[config.mk]
export PLATFORM = sky130hd
export DESIGN_NAME = host_irq_crc_watchdog_regs
export DESIGN_NICKNAME = d
export VERILOG_FILES = /design/src/rtl/tag_regs_pkg.sv /design/src/rtl/host_irq_crc_watchdog_regs.sv
export SDC_FILE = /design/constraint.sdc
export NUM_CORES = 1
export LEC_CHECK = 0
export ABC_AREA = 1
export ABC_CLOCK_PERIOD_IN_PS = 4200
export BUFFER_PORTS_ARGS = -buffer_cell sky130_fd_sc_hd__buf_2
export CAP_MARGIN = 20
export CORE_MARGIN = 3
export CORE_UTILIZATION = 55
export CTS_CLUSTER_SIZE = 30
export DETAILED_ROUTE_END_ITERATION = 8
export MAX_ROUTING_LAYER = met4
export PLACE_DENSITY = 0.87
export SYNTH_ARGS = -nofsm -noshare
export SYNTH_HDL_FRONTEND = slang
export SYNTH_SLANG_ARGS = --single-unit
[constraint.sdc]
create_clock -name pclk -period 4.2 [get_ports pclk]
set_input_delay 1.26 -clock pclk [delete_from_list [all_inputs] [get_ports pclk]]
set_output_delay 1.26 -clock pclk [all_outputs]
set_load 0.05 [all_outputs]
[src/rtl/tag_regs_pkg.sv]
// Constants, register map and carrier types for the host register group.
// Assumes a 40 MHz pclk and an APB master with 32-bit data and pstrb.
package tag_regs_pkg;
	// ----------------------------------------
	// Register indices; byte address is four times the index
	// ----------------------------------------
	localparam logic [15:0] IDX_FIRMWARE_VERSION   = 16'hffee;
	localparam logic [15:0] IDX_COMM_WATCHDOG      = 16'hfff0;
	localparam logic [15:0] IDX_CHECKSUM_START     = 16'hfff2;
	localparam logic [15:0] IDX_CHECKSUM_LENGTH    = 16'hfff4;
	localparam logic [15:0] IDX_CHECKSUM_RESULT    = 16'hfff6;
	localparam logic [15:0] IDX_INTERRUPT_FLAGS    = 16'hfff8;
	localparam logic [15:0] IDX_INTERRUPT_ENABLE   = 16'hfffa;
	localparam logic [15:0] IDX_BLOCK_STATUS       = 16'hfffc;
	localparam int          ADDR_W                 = 18;

	// ----------------------------------------
	// Field positions and masks
	// ----------------------------------------
	localparam int          BIT_CHECKSUM_DONE      = 3;
	localparam int          BIT_PARITY_ERROR       = 4;
	localparam int          BIT_TYPE4_REQUEST      = 5;
	localparam int          BIT_FIELD_LOST         = 6;
	localparam int          BIT_GENERIC_ERROR      = 7;
	localparam int          BIT_READ_PREFETCH      = 8;
	localparam logic [15:0] IRQ_BITS_MASK          = 16'h01f8;
	localparam logic [15:0] WDT_CTRL_MASK          = 16'h000f;
	localparam int          BIT_WDT_ENABLE         = 0;
	localparam int          BIT_STATUS_ACTIVE      = 0;
	localparam int          BIT_STATUS_FRONT_END   = 1;
	localparam logic [2:0]  WDT_SEL_2S             = 3'h0;
	localparam logic [2:0]  WDT_SEL_32S            = 3'h1;
	localparam logic [2:0]  WDT_SEL_8M5            = 3'h2;

	// ----------------------------------------
	// Reset values and checksum constants
	// ----------------------------------------
	localparam logic [15:0] RESET_ZERO16           = 16'h0000;
	localparam logic [15:0] CRC_PRESET             = 16'hffff;
	localparam logic [15:0] CRC_POLY               = 16'h1021;
	localparam logic [15:0] EVEN_MASK              = 16'hfffe;
	localparam logic [7:0]  VERSION_MAJOR_DEFAULT  = 8'h05; // Arbitrary value
	localparam logic [7:0]  VERSION_MINOR_DEFAULT  = 8'h03; // Arbitrary value

	// ----------------------------------------
	// Timing: low-frequency tick and watchdog periods
	// ----------------------------------------
	localparam longint      CLK_HZ                 = 40000000;
	localparam longint      LF_OSC_HZ              = 256000;
	localparam logic [7:0]  LF_DIV_CYCLES          = 8'((CLK_HZ / LF_OSC_HZ));
	localparam longint      WDT_SHORT_MS           = 2000;
	localparam longint      WDT_MEDIUM_MS          = 32000;
	localparam longint      WDT_LONG_MS            = 510000;
	localparam int          WDT_CNT_W              = 28;
	localparam logic [WDT_CNT_W-1:0] WDT_SHORT_TICKS  =
		WDT_CNT_W'((WDT_SHORT_MS * LF_OSC_HZ) / 1000);
	localparam logic [WDT_CNT_W-1:0] WDT_MEDIUM_TICKS =
		WDT_CNT_W'((WDT_MEDIUM_MS * LF_OSC_HZ) / 1000);
	localparam logic [WDT_CNT_W-1:0] WDT_LONG_TICKS   =
		WDT_CNT_W'((WDT_LONG_MS * LF_OSC_HZ) / 1000);

	// ----------------------------------------
	// Types
	// ----------------------------------------
	typedef enum logic [2:0] {
		CRC_IDLE = 3'b001,
		CRC_ADDR = 3'b010,
		CRC_DATA = 3'b100
	} crc_state_t;

	// Events and levels from the protocol engine, same clock
	typedef struct packed {
		logic parity_error;     // Pulse: block parity mismatch seen
		logic parity_mode_on;   // Level: parity-protected mode enabled
		logic transfer_ok;      // Level: current host transfer passed parity
		logic type4_request;    // Pulse: command needs host service
		logic app_select;       // Pulse: tag application select received
		logic field_present;    // Level: field is present
		logic generic_fault;    // Pulse: device unreliable or stopped
		logic read_prefetch;    // Pulse: read serviced, transmission begun
	} engine_events_t;

	// Checksum memory read port
	typedef struct packed {
		logic        rd_en;
		logic [15:0] addr;
	} mem_req_t;
endpackage : tag_regs_pkg

[src/rtl/host_irq_crc_watchdog_regs.sv]
// Host register group: interrupt flags, checksum engine, watchdog, version.
// Assumes an APB master on pclk, engine events on the same clock, and a
// message memory that returns a byte one cycle after its read request.
`timescale 1ns/1ps
`default_nettype none

// Behaviour
// - Flag bit 4 reads one while a parity error interrupt is pending.
// - Flag bit 3 reads one while a checksum completion is pending.
// - Writing one clears a flag; writing zero leaves it unchanged.
// - Flag bits 2 to 0 are reserved, read zero; host writes zeros.
// - Checksum completion interrupt rises when result is already readable.
// - Parity error interrupt rises only while parity mode is enabled.
// - Type-4 request interrupt rises when a command needs host service.
// - Field-lost interrupt rises on field loss after an application select.
// - Generic error interrupt rises on any fault making the device unreliable.
// - Read-prefetch interrupt rises once a read is serviced and transmission starts.
// - Writing the length upper byte starts a 16-bit checksum over the range.
// - Length and start address are even; bit 0 forced to zero.
// - Checksum-active status bit is one while the calculation runs.
// - On completion the flag sets and the result register holds the checksum.
// - Checksum uses polynomial x16+x12+x5+1 preset to all ones.
// - Enabled watchdog resets the device without host access within the period.
// - In parity mode only transfers passing parity restart the watchdog.
// - Timeout field bits 3 to 1 select 2 s, 32 s or 8.5 min.
// - Watchdog register bit 0 enables it; resets to disabled.
// - Watchdog periods come from a 256 kHz low-frequency tick.
// - Version register holds major in bits 15-8, minor in bits 7-0.
// - Enabled pending flags are ORed onto the interrupt output.
module host_irq_crc_watchdog_regs #(
	parameter logic [7:0]  VERSION_MAJOR = tag_regs_pkg::VERSION_MAJOR_DEFAULT,
	parameter logic [7:0]  VERSION_MINOR = tag_regs_pkg::VERSION_MINOR_DEFAULT,
	parameter logic [tag_regs_pkg::WDT_CNT_W-1:0] WDT_SHORT_TICKS  =
		tag_regs_pkg::WDT_SHORT_TICKS,
	parameter logic [tag_regs_pkg::WDT_CNT_W-1:0] WDT_MEDIUM_TICKS =
		tag_regs_pkg::WDT_MEDIUM_TICKS,
	parameter logic [tag_regs_pkg::WDT_CNT_W-1:0] WDT_LONG_TICKS   =
		tag_regs_pkg::WDT_LONG_TICKS
) (
	input  wire logic                              pclk,            // Bus clock
	input  wire logic                              presetn,         // Async reset, low
	input  wire logic                              psel,            // APB select
	input  wire logic                              penable,         // APB access phase
	input  wire logic                              pwrite,          // APB direction
	input  wire logic [tag_regs_pkg::ADDR_W-1:0]   paddr,           // APB byte address
	input  wire logic [31:0]                       pwdata,          // APB write data
	input  wire logic [3:0]                        pstrb,           // APB byte strobes
	output logic      [31:0]                       prdata,          // APB read data
	output logic                                   pready,          // APB ready
	output logic                                   pslverr,         // APB error
	input  wire tag_regs_pkg::engine_events_t      events,          // Engine events
	input  wire logic                              contactless_front_end_on, // Front end on
	output tag_regs_pkg::mem_req_t                 mem_req,         // Memory read request
	input  wire logic [7:0]                        mem_rdata,       // Byte, one cycle later
	output logic                                   irq_out,         // Interrupt pin level
	output logic                                   device_reset     // Watchdog reset pulse
);

	// ----------------------------------------
	// State record
	// ----------------------------------------
	typedef struct packed {
		tag_regs_pkg::crc_state_t       fsm;
		logic [15:0]                    flags;
		logic [15:0]                    irq_en;
		logic [3:0]                     wdt_ctrl;
		logic [15:0]                    crc_start;
		logic [15:0]                    crc_len;
		logic [15:0]                    crc_result;
		logic [15:0]                    crc_work;
		logic [15:0]                    crc_addr;
		logic [15:0]                    crc_left;
		logic                           mem_rd;
		logic [7:0]                     lf_div;
		logic [tag_regs_pkg::WDT_CNT_W-1:0] wdt_cnt;
		logic                           app_selected;
		logic                           field_q;
		logic [31:0]                    rdata;
		logic                           irq;
		logic                           dev_reset;
	} regs_t;

	regs_t state_reg;
	regs_t state_next;

	// ----------------------------------------
	// Functions
	// ----------------------------------------
	// One byte through the CCITT checksum, most significant bit first
	function automatic logic [15:0] crc_byte(input logic [15:0] crc, input logic [7:0] d);
		logic [15:0] c;
		logic        fb;
		c = crc;
		for (int i = 7; i >= 0; i--) begin
			fb = c[15] ^ d[i];
			c = {c[14:0], 1'b0} ^ (fb ? tag_regs_pkg::CRC_POLY : 16'h0000);
		end
		return c;
	endfunction : crc_byte

	// Register index from a byte address; valid only when word aligned
	function automatic logic [15:0] reg_index(input logic [tag_regs_pkg::ADDR_W-1:0] a);
		return a[tag_regs_pkg::ADDR_W-1:2];
	endfunction : reg_index

	function automatic logic mapped(input logic [tag_regs_pkg::ADDR_W-1:0] a);
		logic [15:0] i;
		i = reg_index(a);
		return (a[1:0] == 2'b00) && !i[0] && (i >= tag_regs_pkg::IDX_FIRMWARE_VERSION) &&
			(i <= tag_regs_pkg::IDX_BLOCK_STATUS);
	endfunction : mapped

	// ----------------------------------------
	// Bus decode
	// ----------------------------------------
	logic        setup_ph;
	logic        access_done;
	logic        wr_done;
	logic [15:0] idx;
	logic [15:0] wdata16;
	logic [15:0] lane_mask;
	logic [15:0] rd_value;
	logic        wdt_expired;
	logic [tag_regs_pkg::WDT_CNT_W-1:0] wdt_limit;
	logic [15:0] set_mask;

	// Setup phase captures read data so the access phase answers at once
	assign setup_ph    = psel & ~penable;
	assign access_done = psel & penable;
	assign wr_done     = access_done & pwrite & mapped(paddr);
	assign idx         = reg_index(paddr);
	assign wdata16     = pwdata[15:0];
	assign lane_mask   = {{8{pstrb[1]}}, {8{pstrb[0]}}};
	assign pready      = access_done;
	assign pslverr     = access_done & ~mapped(paddr);
	assign prdata      = state_reg.rdata;
	assign mem_req     = '{rd_en: state_reg.mem_rd, addr: state_reg.crc_addr};
	assign irq_out     = state_reg.irq;
	assign device_reset = state_reg.dev_reset;

	// Read multiplexer; reserved bits read zero
	always_comb begin
		rd_value = 16'h0000;
		case (idx)
			tag_regs_pkg::IDX_FIRMWARE_VERSION: rd_value = {VERSION_MAJOR, VERSION_MINOR};
			tag_regs_pkg::IDX_COMM_WATCHDOG:    rd_value = {12'h000, state_reg.wdt_ctrl};
			tag_regs_pkg::IDX_CHECKSUM_START:   rd_value = state_reg.crc_start;
			tag_regs_pkg::IDX_CHECKSUM_LENGTH:  rd_value = state_reg.crc_len;
			tag_regs_pkg::IDX_CHECKSUM_RESULT:  rd_value = state_reg.crc_result;
			tag_regs_pkg::IDX_INTERRUPT_FLAGS:  rd_value = state_reg.flags & tag_regs_pkg::IRQ_BITS_MASK;
			tag_regs_pkg::IDX_INTERRUPT_ENABLE: rd_value = state_reg.irq_en;
			tag_regs_pkg::IDX_BLOCK_STATUS: begin
				rd_value[tag_regs_pkg::BIT_STATUS_ACTIVE]    = (state_reg.fsm != tag_regs_pkg::CRC_IDLE);
				rd_value[tag_regs_pkg::BIT_STATUS_FRONT_END] = contactless_front_end_on;
			end
			default: rd_value = 16'h0000;
		endcase
	end

	// Watchdog period from the timeout field; reserved codes use the shortest
	always_comb begin
		case (state_reg.wdt_ctrl[3:1])
			tag_regs_pkg::WDT_SEL_32S: wdt_limit = WDT_MEDIUM_TICKS;
			tag_regs_pkg::WDT_SEL_8M5: wdt_limit = WDT_LONG_TICKS;
			default:                   wdt_limit = WDT_SHORT_TICKS;
		endcase
	end

	assign wdt_expired = state_reg.wdt_ctrl[tag_regs_pkg::BIT_WDT_ENABLE] &&
		(state_reg.lf_div == 8'h00) && (state_reg.wdt_cnt >= wdt_limit - 1'b1);

	// ----------------------------------------
	// Next-state logic
	// ----------------------------------------
	always_comb begin
		state_next = state_reg;
		state_next.dev_reset = 1'b0;
		state_next.mem_rd = 1'b0;
		set_mask = 16'h0000;
		if (setup_ph) begin
			state_next.rdata = {16'h0000, rd_value};
		end

		// Register writes honour byte strobes; reserved bits stay zero
		if (wr_done) begin
			case (idx)
				tag_regs_pkg::IDX_COMM_WATCHDOG:
					state_next.wdt_ctrl = ((state_reg.wdt_ctrl & ~lane_mask[3:0]) |
						(wdata16[3:0] & lane_mask[3:0])) & tag_regs_pkg::WDT_CTRL_MASK[3:0];
				tag_regs_pkg::IDX_CHECKSUM_START:
					state_next.crc_start = ((state_reg.crc_start & ~lane_mask) |
						(wdata16 & lane_mask)) & tag_regs_pkg::EVEN_MASK;
				tag_regs_pkg::IDX_CHECKSUM_LENGTH:
					state_next.crc_len = ((state_reg.crc_len & ~lane_mask) |
						(wdata16 & lane_mask)) & tag_regs_pkg::EVEN_MASK;
				tag_regs_pkg::IDX_INTERRUPT_FLAGS:
					state_next.flags = state_reg.flags &
						~(wdata16 & lane_mask & tag_regs_pkg::IRQ_BITS_MASK);
				tag_regs_pkg::IDX_INTERRUPT_ENABLE:
					state_next.irq_en = ((state_reg.irq_en & ~lane_mask) |
						(wdata16 & lane_mask)) & tag_regs_pkg::IRQ_BITS_MASK;
				default: ;
			endcase
		end

		// Checksum engine
		case (state_reg.fsm)
			tag_regs_pkg::CRC_IDLE: begin
				if (wr_done && idx == tag_regs_pkg::IDX_CHECKSUM_LENGTH && pstrb[1]) begin
					state_next.crc_work = tag_regs_pkg::CRC_PRESET;
					state_next.crc_addr = state_reg.crc_start;
					state_next.crc_left = wdata16 & tag_regs_pkg::EVEN_MASK;
					if ((wdata16 & tag_regs_pkg::EVEN_MASK) == 16'h0000) begin
						state_next.crc_result = tag_regs_pkg::CRC_PRESET;
						set_mask[tag_regs_pkg::BIT_CHECKSUM_DONE] = 1'b1;
					end else begin
						state_next.fsm = tag_regs_pkg::CRC_ADDR;
						state_next.mem_rd = 1'b1;
					end
				end
			end
			tag_regs_pkg::CRC_ADDR: begin
				state_next.fsm = tag_regs_pkg::CRC_DATA;
			end
			tag_regs_pkg::CRC_DATA: begin
				state_next.crc_work = crc_byte(state_reg.crc_work, mem_rdata);
				state_next.crc_addr = state_reg.crc_addr + 16'h0001;
				state_next.crc_left = state_reg.crc_left - 16'h0001;
				if (state_reg.crc_left == 16'h0001) begin
					state_next.crc_result = crc_byte(state_reg.crc_work, mem_rdata);
					set_mask[tag_regs_pkg::BIT_CHECKSUM_DONE] = 1'b1;
					state_next.fsm = tag_regs_pkg::CRC_IDLE;
				end else begin
					state_next.fsm = tag_regs_pkg::CRC_ADDR;
					state_next.mem_rd = 1'b1;
				end
			end
			default: state_next.fsm = tag_regs_pkg::CRC_IDLE;
		endcase

		// Application select is remembered until the field goes away
		state_next.field_q = events.field_present;
		if (events.app_select) begin
			state_next.app_selected = 1'b1;
		end else if (state_reg.field_q && !events.field_present) begin
			state_next.app_selected = 1'b0;
		end

		// Interrupt sources
		set_mask[tag_regs_pkg::BIT_PARITY_ERROR] =
			events.parity_error & events.parity_mode_on;
		set_mask[tag_regs_pkg::BIT_TYPE4_REQUEST] = events.type4_request;
		set_mask[tag_regs_pkg::BIT_FIELD_LOST] = state_reg.app_selected &
			state_reg.field_q & ~events.field_present;
		set_mask[tag_regs_pkg::BIT_GENERIC_ERROR] = events.generic_fault;
		set_mask[tag_regs_pkg::BIT_READ_PREFETCH] = events.read_prefetch;

		// A new event beats a clear in the same cycle
		state_next.flags = (state_next.flags | set_mask) & tag_regs_pkg::IRQ_BITS_MASK;
		state_next.irq = |(state_next.flags & state_next.irq_en);

		// Low-frequency tick and watchdog counter
		state_next.lf_div = (state_reg.lf_div == tag_regs_pkg::LF_DIV_CYCLES - 8'h01) ?
			8'h00 : state_reg.lf_div + 8'h01;
		if (!state_reg.wdt_ctrl[tag_regs_pkg::BIT_WDT_ENABLE]) begin
			state_next.wdt_cnt = '0;
		end else if (access_done && mapped(paddr) &&
			(!events.parity_mode_on || events.transfer_ok)) begin
			state_next.wdt_cnt = '0;
		end else if (wdt_expired) begin
			state_next.wdt_cnt = '0;
			state_next.dev_reset = 1'b1;
		end else if (state_reg.lf_div == 8'h00) begin
			state_next.wdt_cnt = state_reg.wdt_cnt + 1'b1;
		end
	end

	// ----------------------------------------
	// State register
	// ----------------------------------------
	always_ff @(posedge pclk or negedge presetn) begin
		if (!presetn) begin
			state_reg <= '{fsm: tag_regs_pkg::CRC_IDLE, crc_work: tag_regs_pkg::CRC_PRESET,
				default: '0};
		end else begin
			state_reg <= state_next;
		end
	end

endmodule : host_irq_crc_watchdog_regs

`default_nettype wire

==> results.txt <==
----------------------------------------------------
[Outcome]
  Run status ... finished, final reports clean

[Timing]
  Final setup viols ... 0
  Max-Slew Margin vs Limit ... a little under half
  Maximum clock frequency ... around 0.28 GHz
  Post-route clock period utilization ... about 85%
  Total count of max-transition violations in the final report ... 0
  RSZ-0062 raised after global routing ... no
  Final worst clock skew ... ~9.7 ps
  Final critical delay including setup and external delays ... around 3600 ps
  Actual slew at the worst max-slew pin ... around 800 ps
  Least setup slack across all paths after layout ... 617 ps
  Setup total negative slack ... 0 ps
  Endpoints failing hold ... 0

[Pwr]
  Part of the power in registers ... about 47%
  Sw Share ... 24.2%
  Clock share of power ... around 47%
  Internal power of the cells ... 0.00271 W
  Switching pwr ... between 0.0008 and 0.0009 W
  Power density over cell area ... approximately 310 nW/um^2
  Leakage power figure ... between 5 and 6 nW
  Worst IR Drop VDD ... just under 0.3 mV
  Comb pwr share ... under 10%

[Clock tree]
  H-tree depth ... 4
  Number of buffers inserted by hold repair at cts ... 0
  CTS tree ... built
  Number of gates resized after CTS ... 0
  Post-CTS Repair Setup Buffers ... 0
  CTS clk-pin slew, worst paths ... approximately 60 ps
  Clock latency of the later-clocked register in the worst-skew pair ... between 400 and 500 ps
  TritonCTS Buffers ... 17
  Root buf cell ... clkbuf_16
  TritonCTS sink count ... between 150 and 200
  Maximum buffer depth of the clock tree ... 2

[Setup path]
  Crit start category ... primary input
  Worst Setup Path Type ... primary input to output port
  Data arrival time at the worst-slack endpoint ... roughly 2300 ps
  Endpoint type of the worst setup path ... output port
  Crit path required time ... 2940 ps
  Worst-path maximum fanout ... 7
  CP Cell Sequence ... buf_2 -> nand2_2 -> inv_2 -> nand2_4 -> nor2_1 -> nand2_1 -> nand3_1 -> nand2_1 -> inv_1 -> buf_2
  Critical path's slowest cell ... buf_2
  Delay of the slowest cell on the worst path ... ~250 ps

[Synthesis]
  Basic-gate share of the synthesized area counting and, or, nand and nor cells ... 31.3%
  Mapped Cells ... 1414
  Number of synthesized register bits ... 170
  Synth warnings ... 0
  Post-synthesis compound-gate area fraction ... 10.8%
  XOR/XNOR Fraction of Synth Area ... 1.85%
  Ys flop type ... dfrtp_1
  Largest area contributor in the synthesized netlist ... dfrtp_1
  Multiplexer fraction of the synthesized cell area ... less than 1%
  Proportion of synthesized flip-flops having asynchronous set or reset ... between 90% and 100%
  Adder-cell share of the synthesized area ... 3.13%
  Combinational family with the most area after synthesis ... simple AND/OR/NAND/NOR gates
  Synthesized area per cell ... between 7 and 8 sq um
  Number of distinct library cells after synthesis ... between 50 and 60
  Synth top area share ... a little under two fifths
  Number of synthesized flops with an enable pin ... 0
  Syn Std Cell Area ... 10400 sq um
  Leading cell types by total area after synthesis ... dfrtp_1, nand2_1, nand3_1
  Sequential element share of the synthesized area ... slightly above 40%

[Job]
  Max Cap Viol ... 0

[Cells and area]
  Share of cells above drive strength 1 ... approximately 14%
  Area added between synthesis and finish ... 9.83%
  Final antenna diode count ... 0
  Total area of multi-input combinational cells ... slightly above 5000 sq um
  Fin nets ... between 1500 and 2000
  Storage element area ... around 4300 sq um
  Number of fillers in the final layout ... ~1500
  Post-route cell area ... around 11000 sq um

[Route]
  Wire length per cell after detailed routing ... ~16 microns
  Routed vias/inst ... 5.61
  DR iter-0 viols ... 965
  Count of vias placed by the detailed router ... roughly 9600
  Wirelength, routed ... ~27000 microns
  Count of nets left with antenna violations after detail routing ... 0
  Drt first pass iters ... 6
  Residual DRC ... 0

[Global routing]
  Global-route wire length before repair ... 43400 microns
  Maximum number of pins on one net before global-route repair ... 72
  Antenna violations before repair ... 0
  Global route total overflow ... 0
  Via count of the first global-routing pass ... approximately 9000
  GRT Resource Usage Total ... about 27%

[Place]
  Worst slack after detailed placement ... between 600 and 700 ps
  Number of input and output port buffers inserted ... 94
  Detailed Place HPWL ... approximately 19000 microns
  Placed Area ... 10800 sq um
  Routability-driven placement congestion ratio ... just over 0.9

[Die]
  Site Rows ... slightly below 50
  Die height ... between 100 and 150 microns
  Die outline area ... 20600 sq um
  Floorplan core area ... around 18000 sq um
  Horizontal extent of the die ... ~140 microns
  Starting Density ... between 50% and 60%
  I/O pins ... ~130

[Hold path]
  Class of the tightest hold or removal check ... flop to flop

----------------------------------------------------
cells in the mapped netlist (9+ instances only):
cell / count
nand2_1: 404
inv_1: 154
dfrtp_1: 153
nand3_1: 131
o21ai_0: 112
nor2_1: 93
buf_4: 49
a21oi_1: 41
ha_1: 26
nand4_1: 22
buf_2: 20
nor3_1: 20
dfstp_2: 17
clkbuf_1: 15
nand2_2: 14
xnor2_1: 14
inv_2: 10
o31ai_1: 10
o21ai_1: 9
per-layer routing:
layer	vias to the layer above	routed length, microns	track usage [%]
met1	4438	11000	34.3
met3	72	2290	5.79
met4	0	773	9.51
li1	4640	-	-
met5	-	0	-
met2	447	12600	42.9
area by class of cell:
| cell class | instances | share of cell area (%) |
|---|---|---|
| multi-input cells | 1005 | 44.0 |
| flip-flops and latches | 170 | 37.4 |
| inverters | 168 | 5.53 |
| repair buffers | 106 | 5.07 |
| clock buffers | 21 | 4.11 |
| well taps | 229 | 2.51 |
| clock inverters | 11 | 1.40 |
stage by stage:
stage          cells  hold slack (ps)  util, %  power (W)
2_1_floorplan   1429              442        -    0.00182
3_3_place_gp    1678              456     59.1    0.00191
3_5_place_dp    1678              462     59.1    0.00191
4_1_cts         1710              478     62.6    0.00358
5_1_grt         1710              489     62.6    0.00367
6_report        1710              477     62.6    0.00357
final timing paths:
check                           startpoint                         end  slack (ps)  depth (start not counted)
worst max-delay path              paddr[9]                     pslverr         620                         10
worst min register to register        flop                        flop         480                          2
max in group asynchronous          presetn  state_reg[205]$_DFFE_PN1P_        2520                          2
min in group asynchronous          presetn           irq_out$_DFF_PN0_         840                          1
worst min-delay path                  flop                        flop         480                          2
worst max register to register        flop   state_reg[51]$_DFFE_PN0P_         910                         14
logic make-up after synthesis:
family / after synthesis
other: 2
buffers and inverters: 254
adders and majority gates: 26
muxes: 4
xor gates and xnor gates: 22
and+or+nand+nor: 731
DFF: 170
AOI/OAI and AO/OA: 205
power by group through the flow:
stage,sequential [W],combinational (W),clock (W)
2_1_floorplan,0.00169,0.000131,0
3_3_place_gp,0.00169,0.000216,0
3_5_place_dp,0.00169,0.000221,0
4_1_cts,0.00166,0.000222,0.00170
5_1_grt,0.00166,0.000246,0.00176
6_report,0.00166,0.000221,0.00169
layout by cell type (no fill, tap or decap), drive strengths merged, types with 3 or more instances in the layout:
master / instances
nand2: 422
nor3: 26
conb: 17
nor4: 9
a211oi: 3
xnor2: 14
ha: 26
a31oi: 5
dfrtp: 153
clkinv: 8
xor2: 8
bufinv: 3
mux2: 4
nand3b: 7
nand4: 23
inv: 167
o21a: 3
o21bai: 7
o22ai: 3
nor3b: 6
dfstp: 17
o211ai: 8
o31ai: 10
or2: 7
nor2: 98
clkbuf: 21
a21oi: 41
buf: 106
nand3: 132
o21ai: 122
worst max-delay path: cells and delay by family:
kind | cells | cell delay, ps
buffers and inverters | 4 | 490
AND/OR/NAND/NOR | 6 | 560
Power figures use the tool's default switching activity.
